`src/panel_pkg.sv`:
```
// Constants, register map and carrier types for the panel driver control block
// Notes on behaviour
// RULE1: source bit 0 uses main time-base tick, 1 uses subclock prescaler tick
// RULE2: main time-base tick is unusable in main stop and subclock modes
// RULE3: main clock gear changes never alter the frame period
// RULE4: run enable 0 stops driver in main stop or watch; 1 keeps running
// RULE5: software picks subclock source before running through low-power modes
// RULE6: ladder power bit 0 de-energises internal divider, 1 energises it
// RULE7: software keeps ladder power off when an external divider is fitted
// RULE8: three-bit mode picks four or eight backplanes and one of four duties
// RULE9: mode field all zeros stops display operation entirely
// RULE10: software stops display before the chosen frame clock may halt
// RULE11: software blanks display before changing mode, period or clock speed
// RULE12: two-bit period select picks one of four frame periods
// RULE13: resistance choice 0 selects 100 kilo-ohm, 1 selects 10 kilo-ohm ladder
// RULE14: eight-line bias 0 is one-third, 1 one-quarter; ignored in four-line mode
// RULE15: negate bit 1 inverts displayed contents, 0 shows them plain
// RULE16: blanking 1 drives every column with the non-selected waveform
// RULE17: irq enable 1 lets frame request out, 0 suppresses it
// RULE18: done flag set at frame end; writing 0 clears, writing 1 no effect
// RULE19: read-modify-write read of done flag always returns 1
// RULE20: top two bits of second control register read 0, ignore writes
// RULE21: each column enable bit makes its pin a column output
// RULE22: blink interval 1.0 s gives 0.5 s phases, 0.5 s gives 0.25 s
// RULE23: irq output high exactly while done flag and irq enable are both 1
package panel_pkg;

  // Register addresses
  localparam logic [11:0] ADDR_CTRL_PRIMARY   = 12'hfb0;
  localparam logic [11:0] ADDR_CTRL_SECONDARY = 12'h04f;
  localparam logic [11:0] ADDR_COL_EN_HI_MID  = 12'hfb6;
  localparam logic [11:0] ADDR_COL_EN_TOP     = 12'hfb7;
  localparam logic [11:0] ADDR_BLINK_LOW      = 12'hfb9;
  localparam logic [11:0] ADDR_BLINK_HIGH     = 12'hfba;
  localparam logic [11:0] ADDR_STATUS         = 12'hfbf;

  // Reset values
  localparam logic [7:0] RST_CTRL_PRIMARY   = 8'h00;
  localparam logic [7:0] RST_CTRL_SECONDARY = 8'h14;
  localparam logic [7:0] RST_COL_EN         = 8'h00;
  localparam logic [7:0] RST_BLINK          = 8'h00;

  // Field positions, second control register
  localparam int SEC_RES_BIT  = 5;
  localparam int SEC_BIAS_BIT = 4;
  localparam int SEC_NEG_BIT  = 3;
  localparam int SEC_BLK_BIT  = 2;
  localparam int SEC_IEN_BIT  = 1;
  localparam int SEC_FLAG_BIT = 0;
  localparam logic [7:0] SEC_WR_MASK = 8'h3e;

  // Mode field: 1..3 four-backplane, 4..7 eight-backplane
  localparam logic [2:0] MODE_OFF      = 3'h0;
  localparam int         MODE_EIGHT_BIT = 2;

  // Frame timing in source ticks per backplane line for each period choice
  localparam logic [7:0] FRAME_TICKS_0 = 8'h10;
  localparam logic [7:0] FRAME_TICKS_1 = 8'h20;
  localparam logic [7:0] FRAME_TICKS_2 = 8'h40;
  localparam logic [7:0] FRAME_TICKS_3 = 8'h80;

  // Blink phase lengths in subclock prescaler ticks (prescaler tick rate 128 Hz assumed)
  localparam logic [7:0] BLINK_HALF_LONG  = 8'h40; // 0.5 s phase
  localparam logic [7:0] BLINK_HALF_SHORT = 8'h20; // 0.25 s phase

  // Chip clock modes seen by the driver
  localparam logic [1:0] CMODE_MAIN_RUN  = 2'h0;
  localparam logic [1:0] CMODE_SUBCLOCK  = 2'h1;
  localparam logic [1:0] CMODE_MAIN_STOP = 2'h2;
  localparam logic [1:0] CMODE_WATCH     = 2'h3;

  // Register bus request
  typedef struct packed {
    logic [11:0] addr;
    logic [7:0]  wdata;
    logic        wr;
    logic        rd;
    logic        rmw;
  } bus_req_t;

  // Analog and waveform controls towards the panel output stage
  typedef struct packed {
    logic       ladder_on;
    logic       res_10k;
    logic       bias_quarter;
    logic       eight_lines;
    logic [1:0] duty;
    logic       negate;
    logic       blank_cols;
    logic       running;
  } panel_ctl_t;

endpackage : panel_pkg

```
`src/panel_ctrl.sv`:
```
// Panel driver control: registers, frame timing, blink phase and frame request
//
// Decided for this implementation: the strobed register port.
`timescale 1ns/1ps
module panel_ctrl #(
  parameter int COLS = 16
) (
  // Clock and reset
  input  wire logic                  clock,
  input  wire logic                  rst,
  // Register port
  input  wire panel_pkg::bus_req_t   bus,
  output logic [7:0]                 rdata,
  // Time sources and chip mode
  input  wire logic                  tb_tick,
  input  wire logic                  sub_tick,
  input  wire logic [1:0]            clock_mode,
  // Panel side
  output panel_pkg::panel_ctl_t      ctl,
  output logic [COLS-1:0]            column_drive_enable,
  output logic [7:0]                 backplane_line,
  output logic [15:0]                blink_select_bits,
  output logic                       blink_off_phase,
  output logic                       frame_irq
);

  // Two 8-bit column enable registers serve exactly sixteen columns
  if (COLS != 16) begin : g_cols_check
    $error("COLS must be 16 for the two column enable registers");
  end

  ////////////////////////////////////////////////////////////////////////////
  // State
  typedef struct packed {
    logic [7:0] prim;
    logic [7:0] sec;
    logic [7:0] col_mid;
    logic [7:0] col_top;
    logic [7:0] blink_lo;
    logic [7:0] blink_hi;
    logic       blink_iv;
    logic [7:0] tick_cnt;
    logic [2:0] line;
    logic [7:0] blink_cnt;
    logic       blink_off;
    logic [7:0] rdata;
  } state_t;

  state_t s_q;
  state_t s_d;

  logic       src_tick;
  logic       src_ok;
  logic       run;
  logic [7:0] frame_len;
  logic [2:0] last_line;
  logic       frame_end;
  logic       eight;

  ////////////////////////////////////////////////////////////////////////////
  // Run conditions and tick selection
  always_comb begin
    // Main time-base tick already runs off an ungeared divider, so gear is invisible here
    src_tick = s_q.prim[7] ? sub_tick : tb_tick;                             // see RULE1, RULE3
    src_ok   = s_q.prim[7] || (clock_mode == panel_pkg::CMODE_MAIN_RUN);      // see RULE2
    run      = (s_q.prim[4:2] != panel_pkg::MODE_OFF) && src_ok              // see RULE9
               && ((clock_mode != panel_pkg::CMODE_MAIN_STOP && clock_mode != panel_pkg::CMODE_WATCH)
                   || s_q.prim[6]);                                           // see RULE4
    eight    = s_q.prim[4];                                                   // see RULE8
    last_line = eight ? 3'h7 : 3'h3;
    case (s_q.prim[1:0])                                                      // see RULE12
      2'h0:    frame_len = panel_pkg::FRAME_TICKS_0;
      2'h1:    frame_len = panel_pkg::FRAME_TICKS_1;
      2'h2:    frame_len = panel_pkg::FRAME_TICKS_2;
      default: frame_len = panel_pkg::FRAME_TICKS_3;
    endcase
    frame_end = run && src_tick && (s_q.tick_cnt == frame_len - 8'h01)
                && (s_q.line == last_line);
  end

  ////////////////////////////////////////////////////////////////////////////
  // Next state
  always_comb begin
    s_d = s_q;
    // Frame and backplane stepping
    if (!run) begin
      s_d.tick_cnt = 8'h00;
      s_d.line     = 3'h0;
    end else if (src_tick) begin
      if (s_q.tick_cnt == frame_len - 8'h01) begin
        s_d.tick_cnt = 8'h00;
        s_d.line     = (s_q.line == last_line) ? 3'h0 : s_q.line + 3'h1;
      end else begin
        s_d.tick_cnt = s_q.tick_cnt + 8'h01;
      end
    end
    // Blink phase runs from the subclock prescaler
    if (sub_tick) begin
      if (s_q.blink_cnt >= (s_q.blink_iv ? panel_pkg::BLINK_HALF_LONG : panel_pkg::BLINK_HALF_SHORT)
                           - 8'h01) begin                                     // see RULE22
        s_d.blink_cnt = 8'h00;
        s_d.blink_off = ~s_q.blink_off;
      end else begin
        s_d.blink_cnt = s_q.blink_cnt + 8'h01;
      end
    end
    // Register writes
    if (bus.wr) begin
      case (bus.addr)
        panel_pkg::ADDR_CTRL_PRIMARY:  s_d.prim = bus.wdata;                 // see RULE6, RULE13
        panel_pkg::ADDR_CTRL_SECONDARY: begin
          s_d.sec[7:1] = bus.wdata[7:1] & panel_pkg::SEC_WR_MASK[7:1];       // see RULE20
          if (!bus.wdata[panel_pkg::SEC_FLAG_BIT])
            s_d.sec[0] = 1'b0;                                               // see RULE18
        end
        panel_pkg::ADDR_COL_EN_HI_MID: s_d.col_mid  = bus.wdata;             // see RULE21
        panel_pkg::ADDR_COL_EN_TOP:    s_d.col_top  = bus.wdata;
        panel_pkg::ADDR_BLINK_LOW:     s_d.blink_lo = bus.wdata;
        panel_pkg::ADDR_BLINK_HIGH:    s_d.blink_hi = bus.wdata;
        panel_pkg::ADDR_STATUS:        s_d.blink_iv = bus.wdata[0];
        default: ;
      endcase
    end
    // Frame end sets the flag and wins over a clearing write
    if (frame_end)
      s_d.sec[0] = 1'b1;                                                      // see RULE18
    // Read data, one cycle after the strobe
    s_d.rdata = 8'h00;
    if (bus.rd) begin
      case (bus.addr)
        panel_pkg::ADDR_CTRL_PRIMARY:   s_d.rdata = s_q.prim;
        panel_pkg::ADDR_CTRL_SECONDARY: s_d.rdata = {2'b00, s_q.sec[5:1],    // see RULE20
                                                     s_q.sec[0] | bus.rmw};  // see RULE19
        panel_pkg::ADDR_COL_EN_HI_MID:  s_d.rdata = s_q.col_mid;
        panel_pkg::ADDR_COL_EN_TOP:     s_d.rdata = s_q.col_top;
        panel_pkg::ADDR_BLINK_LOW:      s_d.rdata = s_q.blink_lo;
        panel_pkg::ADDR_BLINK_HIGH:     s_d.rdata = s_q.blink_hi;
        panel_pkg::ADDR_STATUS:         s_d.rdata = {s_q.line, s_q.blink_off, 2'b00, run, s_q.blink_iv};
        default:                        s_d.rdata = 8'h00;
      endcase
    end
  end

  ////////////////////////////////////////////////////////////////////////////
  // State register
  always_ff @(posedge clock) begin
    if (rst) begin
      s_q <= '0;
      s_q.prim     <= panel_pkg::RST_CTRL_PRIMARY;
      s_q.sec      <= panel_pkg::RST_CTRL_SECONDARY;
      s_q.col_mid  <= panel_pkg::RST_COL_EN;
      s_q.col_top  <= panel_pkg::RST_COL_EN;
      s_q.blink_lo <= panel_pkg::RST_BLINK;
      s_q.blink_hi <= panel_pkg::RST_BLINK;
    end else begin
      s_q <= s_d;
    end
  end

  ////////////////////////////////////////////////////////////////////////////
  // Outputs
  genvar g;
  generate
    for (g = 0; g < 8; g++) begin : gen_bp
      // Only the lines inside the chosen four or eight backplanes are driven
      assign backplane_line[g] = run && (s_q.line == 3'(g)) && (3'(g) <= last_line); // see RULE8
    end
  endgenerate

  always_comb begin
    ctl.ladder_on    = s_q.prim[5];                                           // see RULE6
    ctl.res_10k      = s_q.sec[panel_pkg::SEC_RES_BIT];                       // see RULE13
    ctl.bias_quarter = eight & s_q.sec[panel_pkg::SEC_BIAS_BIT];              // see RULE14
    ctl.eight_lines  = eight;
    ctl.duty         = s_q.prim[3:2];
    ctl.negate       = s_q.sec[panel_pkg::SEC_NEG_BIT];                       // see RULE15
    ctl.blank_cols   = s_q.sec[panel_pkg::SEC_BLK_BIT];                       // see RULE16
    ctl.running      = run;
  end

  assign column_drive_enable = {s_q.col_top, s_q.col_mid};
  assign blink_select_bits   = {s_q.blink_hi, s_q.blink_lo};
  assign blink_off_phase     = s_q.blink_off;
  assign rdata               = s_q.rdata;
  // Level request, not a pulse, so a late enable still raises it
  assign frame_irq = s_q.sec[panel_pkg::SEC_FLAG_BIT] & s_q.sec[panel_pkg::SEC_IEN_BIT]; // see RULE23, RULE17

  ////////////////////////////////////////////////////////////////////////////
  // Assertions
  irq_follows_a: assert property (@(posedge clock) disable iff (rst)  // see RULE23
    frame_end && s_q.sec[1] && !(bus.wr && bus.addr == panel_pkg::ADDR_CTRL_SECONDARY)
    |=> frame_irq) else $error("irq not raised at frame end");
  flag_sets_a: assert property (@(posedge clock) disable iff (rst)  // see RULE18
    frame_end |=> s_q.sec[0]) else $error("flag not set at frame end");
  flag_clear_a: assert property (@(posedge clock) disable iff (rst)  // see RULE18
    bus.wr && bus.addr == panel_pkg::ADDR_CTRL_SECONDARY && !bus.wdata[0] && !frame_end
    |=> !s_q.sec[0]) else $error("flag not cleared");
  rmw_one_a: assert property (@(posedge clock) disable iff (rst)  // see RULE19
    bus.rd && bus.rmw && bus.addr == panel_pkg::ADDR_CTRL_SECONDARY |=> rdata[0])
    else $error("rmw read gave 0");
  top_zero_a: assert property (@(posedge clock) disable iff (rst)  // see RULE20
    bus.rd && bus.addr == panel_pkg::ADDR_CTRL_SECONDARY |=> rdata[7:6] == 2'b00)
    else $error("top bits nonzero");
  off_stops_a: assert property (@(posedge clock) disable iff (rst)  // see RULE9
    s_q.prim[4:2] == 3'h0 |-> backplane_line == 8'h00 && !ctl.running)
    else $error("display runs in off mode");
  low_power_a: assert property (@(posedge clock) disable iff (rst)  // see RULE4
    (clock_mode == panel_pkg::CMODE_WATCH && !s_q.prim[6]) |-> !ctl.running)
    else $error("runs in watch without enable");
  main_src_a: assert property (@(posedge clock) disable iff (rst)  // see RULE2
    (clock_mode == panel_pkg::CMODE_SUBCLOCK && !s_q.prim[7]) |-> !ctl.running)
    else $error("main source used in subclock mode");
  bias_four_a: assert property (@(posedge clock) disable iff (rst)  // see RULE14
    !eight |-> !ctl.bias_quarter) else $error("bias applied in four-line mode");
  irq_masked_a: assert property (@(posedge clock) disable iff (rst)  // see RULE17
    !s_q.sec[1] |=> !frame_irq || $past(bus.wr)) else $error("irq not masked");

  frame_seen_c:  cover property (@(posedge clock) disable iff (rst) frame_end);
  irq_seen_c:    cover property (@(posedge clock) disable iff (rst) $rose(frame_irq));
  eight_run_c:   cover property (@(posedge clock) disable iff (rst) run && eight);
  blink_flip_c:  cover property (@(posedge clock) disable iff (rst) $rose(blink_off_phase));

endmodule : panel_ctrl

```
`config.mk`:
```
export PLATFORM = sky130hd
export DESIGN_NAME = panel_ctrl
export DESIGN_NICKNAME = d
export VERILOG_FILES = /design/src/panel_pkg.sv /design/src/panel_ctrl.sv
export SDC_FILE = /design/constraint.sdc
export NUM_CORES = 1
export LEC_CHECK = 0
export ABC_CLOCK_PERIOD_IN_PS = 2000
export BUFFER_PORTS_ARGS = -buffer_cell sky130_fd_sc_hd__clkbuf_2
export CORE_MARGIN = 8
export CORE_UTILIZATION = 30
export CTS_CLUSTER_SIZE = 10
export DETAILED_ROUTE_END_ITERATION = 6
export PLACE_DENSITY = 0.53
export SLEW_MARGIN = 20
export SYNTH_ARGS = -nofsm -noshare
export SYNTH_HDL_FRONTEND = slang
export SYNTH_SLANG_ARGS = --single-unit
export TNS_END_PERCENT = 5
```
`constraint.sdc`:
```
create_clock -name clock -period 2 [get_ports clock]
set_input_delay 0.2 -clock clock [delete_from_list [all_inputs] [get_ports clock]]
set_output_delay 0.2 -clock clock [all_outputs]
set_load 0.02 [all_outputs]
```
==> metrics.md <==
| Metric | Value |
|---|---|
| Clock Latency Late Sink | `0.34 ns` |
| Setup TNS after final layout | `0 ns` |
| Core Area | `roughly 13000 um2` |
| Worst path max stage delay | `approximately 0.39 ns` |
| I/O pin cnt | `88` |
| Pwr per Cell Area | `722 nW/um2` |
| Area of the multi-input gates | `2030 um2` |
| Commonest non-fill, non-tap cells in the layout | `clkbuf_2 (87), dfxtp_1 (75), nor2_1 (74)` |
| Cts repair resizes | `0` |
| Switching Share | `about 23%` |
| Critical Path RT | `1.80 ns` |
| Cts hold-fix bufs | `0` |
| Slew HR | `approximately 70%` |
| NumNets Final | `527` |
| Worst setup path class | `register to output pin` |
| Warnings, synthesis | `0` |
| Antenna Nets Post-Route | `0` |
| H-tree depth | `3` |
| Pre-antenna DRT Iters | `4` |
| Port Buffers | `between 80 and 90` |
| Iter 0 DRT Violations | `about 340` |
| Total wire length | `approximately 11000 um` |
| Synthesized instance count | `449` |
| Final core utilization | `34.8%` |
| Largest net degree at the start of global routing | `32` |
| EDFF count, synth | `0` |
| First-pass GRT wire length | `17800 um` |
| Seq pwr share | `45.3%` |
| Die height | `roughly 130 um` |
| Critical Path End | `backplane_line[1]` |
| Post-synthesis mux area share | `11.1%` |
| Sw Pwr | `about 760 uW` |
| # diodes | `0` |
| Final Cycle Share | `94.1%` |
| Unique masters post-synth | `between 50 and 60` |
| CTS max path bufs | `2` |
| Drt drc | `0` |
| Worst R2R Path Depth | `7` |
| Fillers | `between 1000 and 1500` |
| Status | `finished clean` |
| Clk pwr share | `between 40% and 50%` |
| VDD IR max | `0.370 mV` |
| Top FF cell, synth | `dfxtp_1` |
| Die W | `132 um` |
| Fmax | `0.531 GHz` |
| Compound-Gate Fraction of Synth Area | `11.4%` |
| Mean post-synth cell area | `between 8 and 9 um2` |
| CP Max Fanout | `8` |
| Register cell area after layout | `1500 um2` |
| Worst hold margin | `0.182 ns` |
| Setup crit start | `ctl[3]$_SDFFE_PP0P_` |
| CP max stage cell | `or3_1` |
| Pint | `2550 uW` |
| Final setup vio count | `0` |
| CP arrival | `1.68 ns` |
| Drt wl/cell | `16.8 um` |
| Area growth syn-to-layout | `14.2%` |
| Max Slew Vio Count | `0` |
| Syn_nets | `between 400 and 500` |
| Post-layout min period | `1.88 ns` |
| Adder-cell share of the synthesized area | `2.80%` |
| Avg Vias per Cell | `4.90` |
| Post-Layout Inst Area | `4590 um2` |
| Post-Synth Simple-Gate Area | `21.6%` |
| Grt total ovfl | `0` |
| Gate power share | `4.8%` |
| Clock skew | `0.00763 ns` |
| Tot GR Track Use | `between 10% and 20%` |
| Hold Fails Final Rpt | `0` |
| Routed vias | `3281` |
| Initial antenna violation count | `0` |
| #FFs+latches synth | `75` |
| Max_cap viols | `0` |
| Worst hold path type | `primary input to register` |
| Clock sink count | `75` |
| Worst path cell trace | `or3_1, o221a_2, and3_1, clkbuf_2` |
| Slew @ Worst Pin | `0.447 ns` |
| Starting density of the core | `30.5%` |
| Worst r2r src | `s_q[28]$_SDFFE_PP0P_` |
| Root buffer cell | `clkbuf_16` |
| Post-synthesis sequential area ratio | `37.4%` |
| Rows | `42` |
| Vias in the first global route | `about 3100` |
| Lkg Pwr | `0.00207 uW` |
| Main combinational cell family by area after synthesis | `simple AND/OR/NAND/NOR gates` |
| Setup Fix Bufs, Post-CTS | `0` |
| Worst R2R End | `s_q[9]$_SDFFE_PP0P_` |
| FF-to-FF setup slack | `between 0.2 and 0.25 ns` |
| DIE AREA | `~17000 um2` |
| Nature of the critical path startpoint | `register` |
| RSZ-0062 raised after global routing | `no` |
| Post-synthesis xor/xnor area fraction | `approximately 3.5%` |
| Fraction of registers with async set/reset | `0%` |
| Placed cell area | `4280 um2` |
| Commonest non-fill, non-tap cell in the layout | `clkbuf_2` |
| Worst Setup End Kind | `output pin` |
| GP Congestion | `0.837` |
| Fraction of layout cells with a size suffix above 1 | `approximately a quarter` |
| CTS Buf Count | `9` |
| Cell Area, Synth | `4020 um2` |
| CTS tree | `yes` |
| Pwr Total | `3310 uW` |
| Post-DP HPWL | `between 8000 and 9000 um` |
| Clock Pin Slew Worst Setup and Hold Paths | `0.06 ns` |
## cells in the mapped netlist, types with 5 or more instances
| master | n | area share [%] |
|---|---|---|
| a21oi_1 | 10 | 1.2 |
| a22oi_1 | 12 | 2.2 |
| and2_1 | 9 | 1.4 |
| and3_1 | 6 | 0.93 |
| buf_4 | 52 | 9.7 |
| clkbuf_1 | 11 | 1.0 |
| dfxtp_1 | 75 | 37 |
| ha_1 | 9 | 2.8 |
| inv_1 | 7 | 0.65 |
| mux2i_1 | 43 | 11 |
| nand2_1 | 25 | 2.3 |
| nand3_1 | 12 | 1.5 |
| nand4_1 | 5 | 0.78 |
| nor2_1 | 74 | 6.9 |
| nor2b_1 | 6 | 0.93 |
| nor3_1 | 7 | 0.87 |
| o21ai_0 | 10 | 1.2 |
| xnor2_1 | 8 | 1.7 |
| xor2_1 | 8 | 1.7 |
## power by group through the flow
| stage | Combinational [uW] | Sequential, uW | Clock (uW) |
|---|---|---|---|
| floorplan | 88.6 | 1530 | 0 |
| global placement | 156 | 1540 | 0 |
| detailed placement | 159 | 1540 | 0 |
| CTS | 160 | 1500 | 1670 |
| global route | 173 | 1500 | 1750 |
| finish | 160 | 1500 | 1650 |
## area by class of cell
| class | instances | area share (%) |
|---|---|---|
| timing repair buffer | 97 | 11.1 |
| inverter | 7 | 0.573 |
| clock inverter | 6 | 1.42 |
| multi-input combinational | 299 | 44.2 |
| sequential | 75 | 32.7 |
| clock buffer | 10 | 5.21 |
| tap | 176 | 4.80 |
## worst min-delay path by stage
stage                                    start                           endpoint  slack, ns  cells after the start
after CTS                               bus[0]                rdata[0]$_SDFF_PP0_       0.19                      3
after global placement    s_q[16]$_SDFFE_PP0P_               s_q[16]$_SDFFE_PP0P_       0.45                      2
after floorplan                         bus[3]  blink_select_bits[0]$_SDFFE_PP0P_       0.34                      2
after global routing                    bus[0]                rdata[0]$_SDFF_PP0_       0.19                      3
after detailed placement  s_q[62]$_SDFFE_PP0P_               s_q[62]$_SDFFE_PP0P_       0.46                      2
final                                   bus[0]                rdata[0]$_SDFF_PP0_       0.18                      3
## registers in the layout, indices dropped and copies added, names as in the netlist
register,flops
blink_select_bits,16
blink_off_phase,1
rdata,8
column_drive_enable,16
s_q,27
ctl,7
## kinds of logic after synthesis
group,count (synthesis)
and+or+nand+nor,168
buffers and inverters,75
xor gates and xnor gates,16
muxes,44
AOI/OAI and AO/OA,62
DFF,75
adders and majority gates,9
## critical path, delay by kind of cell (launching register included)
family                 cells  cell delay [ns]
AO/OA/AOI/OAI              1             0.21
flip-flops                 1             0.38
buffers and inverters      1             0.15
AND/OR/NAND/NOR            2             0.60
## stage by stage
stage                     instances  worst slack [ns]
final                           670             0.117
after global routing            670            0.0469
after CTS                       670            0.0883
after detailed placement        654             0.189
after global placement          654             0.238
after floorplan                 449             0.497
## layer usage
metal  track usage (%)  part of all wire [%]  vias to the layer above
li1                  -                     -                     1603
met1              17.1                    48                     1553
met2              18.9                    43                      111
met3              3.32                   7.3                       14
met4              6.38                   2.0                        0
met5                 0                     0                        -
No activity file was read; power rests on OpenSTA's default activity.
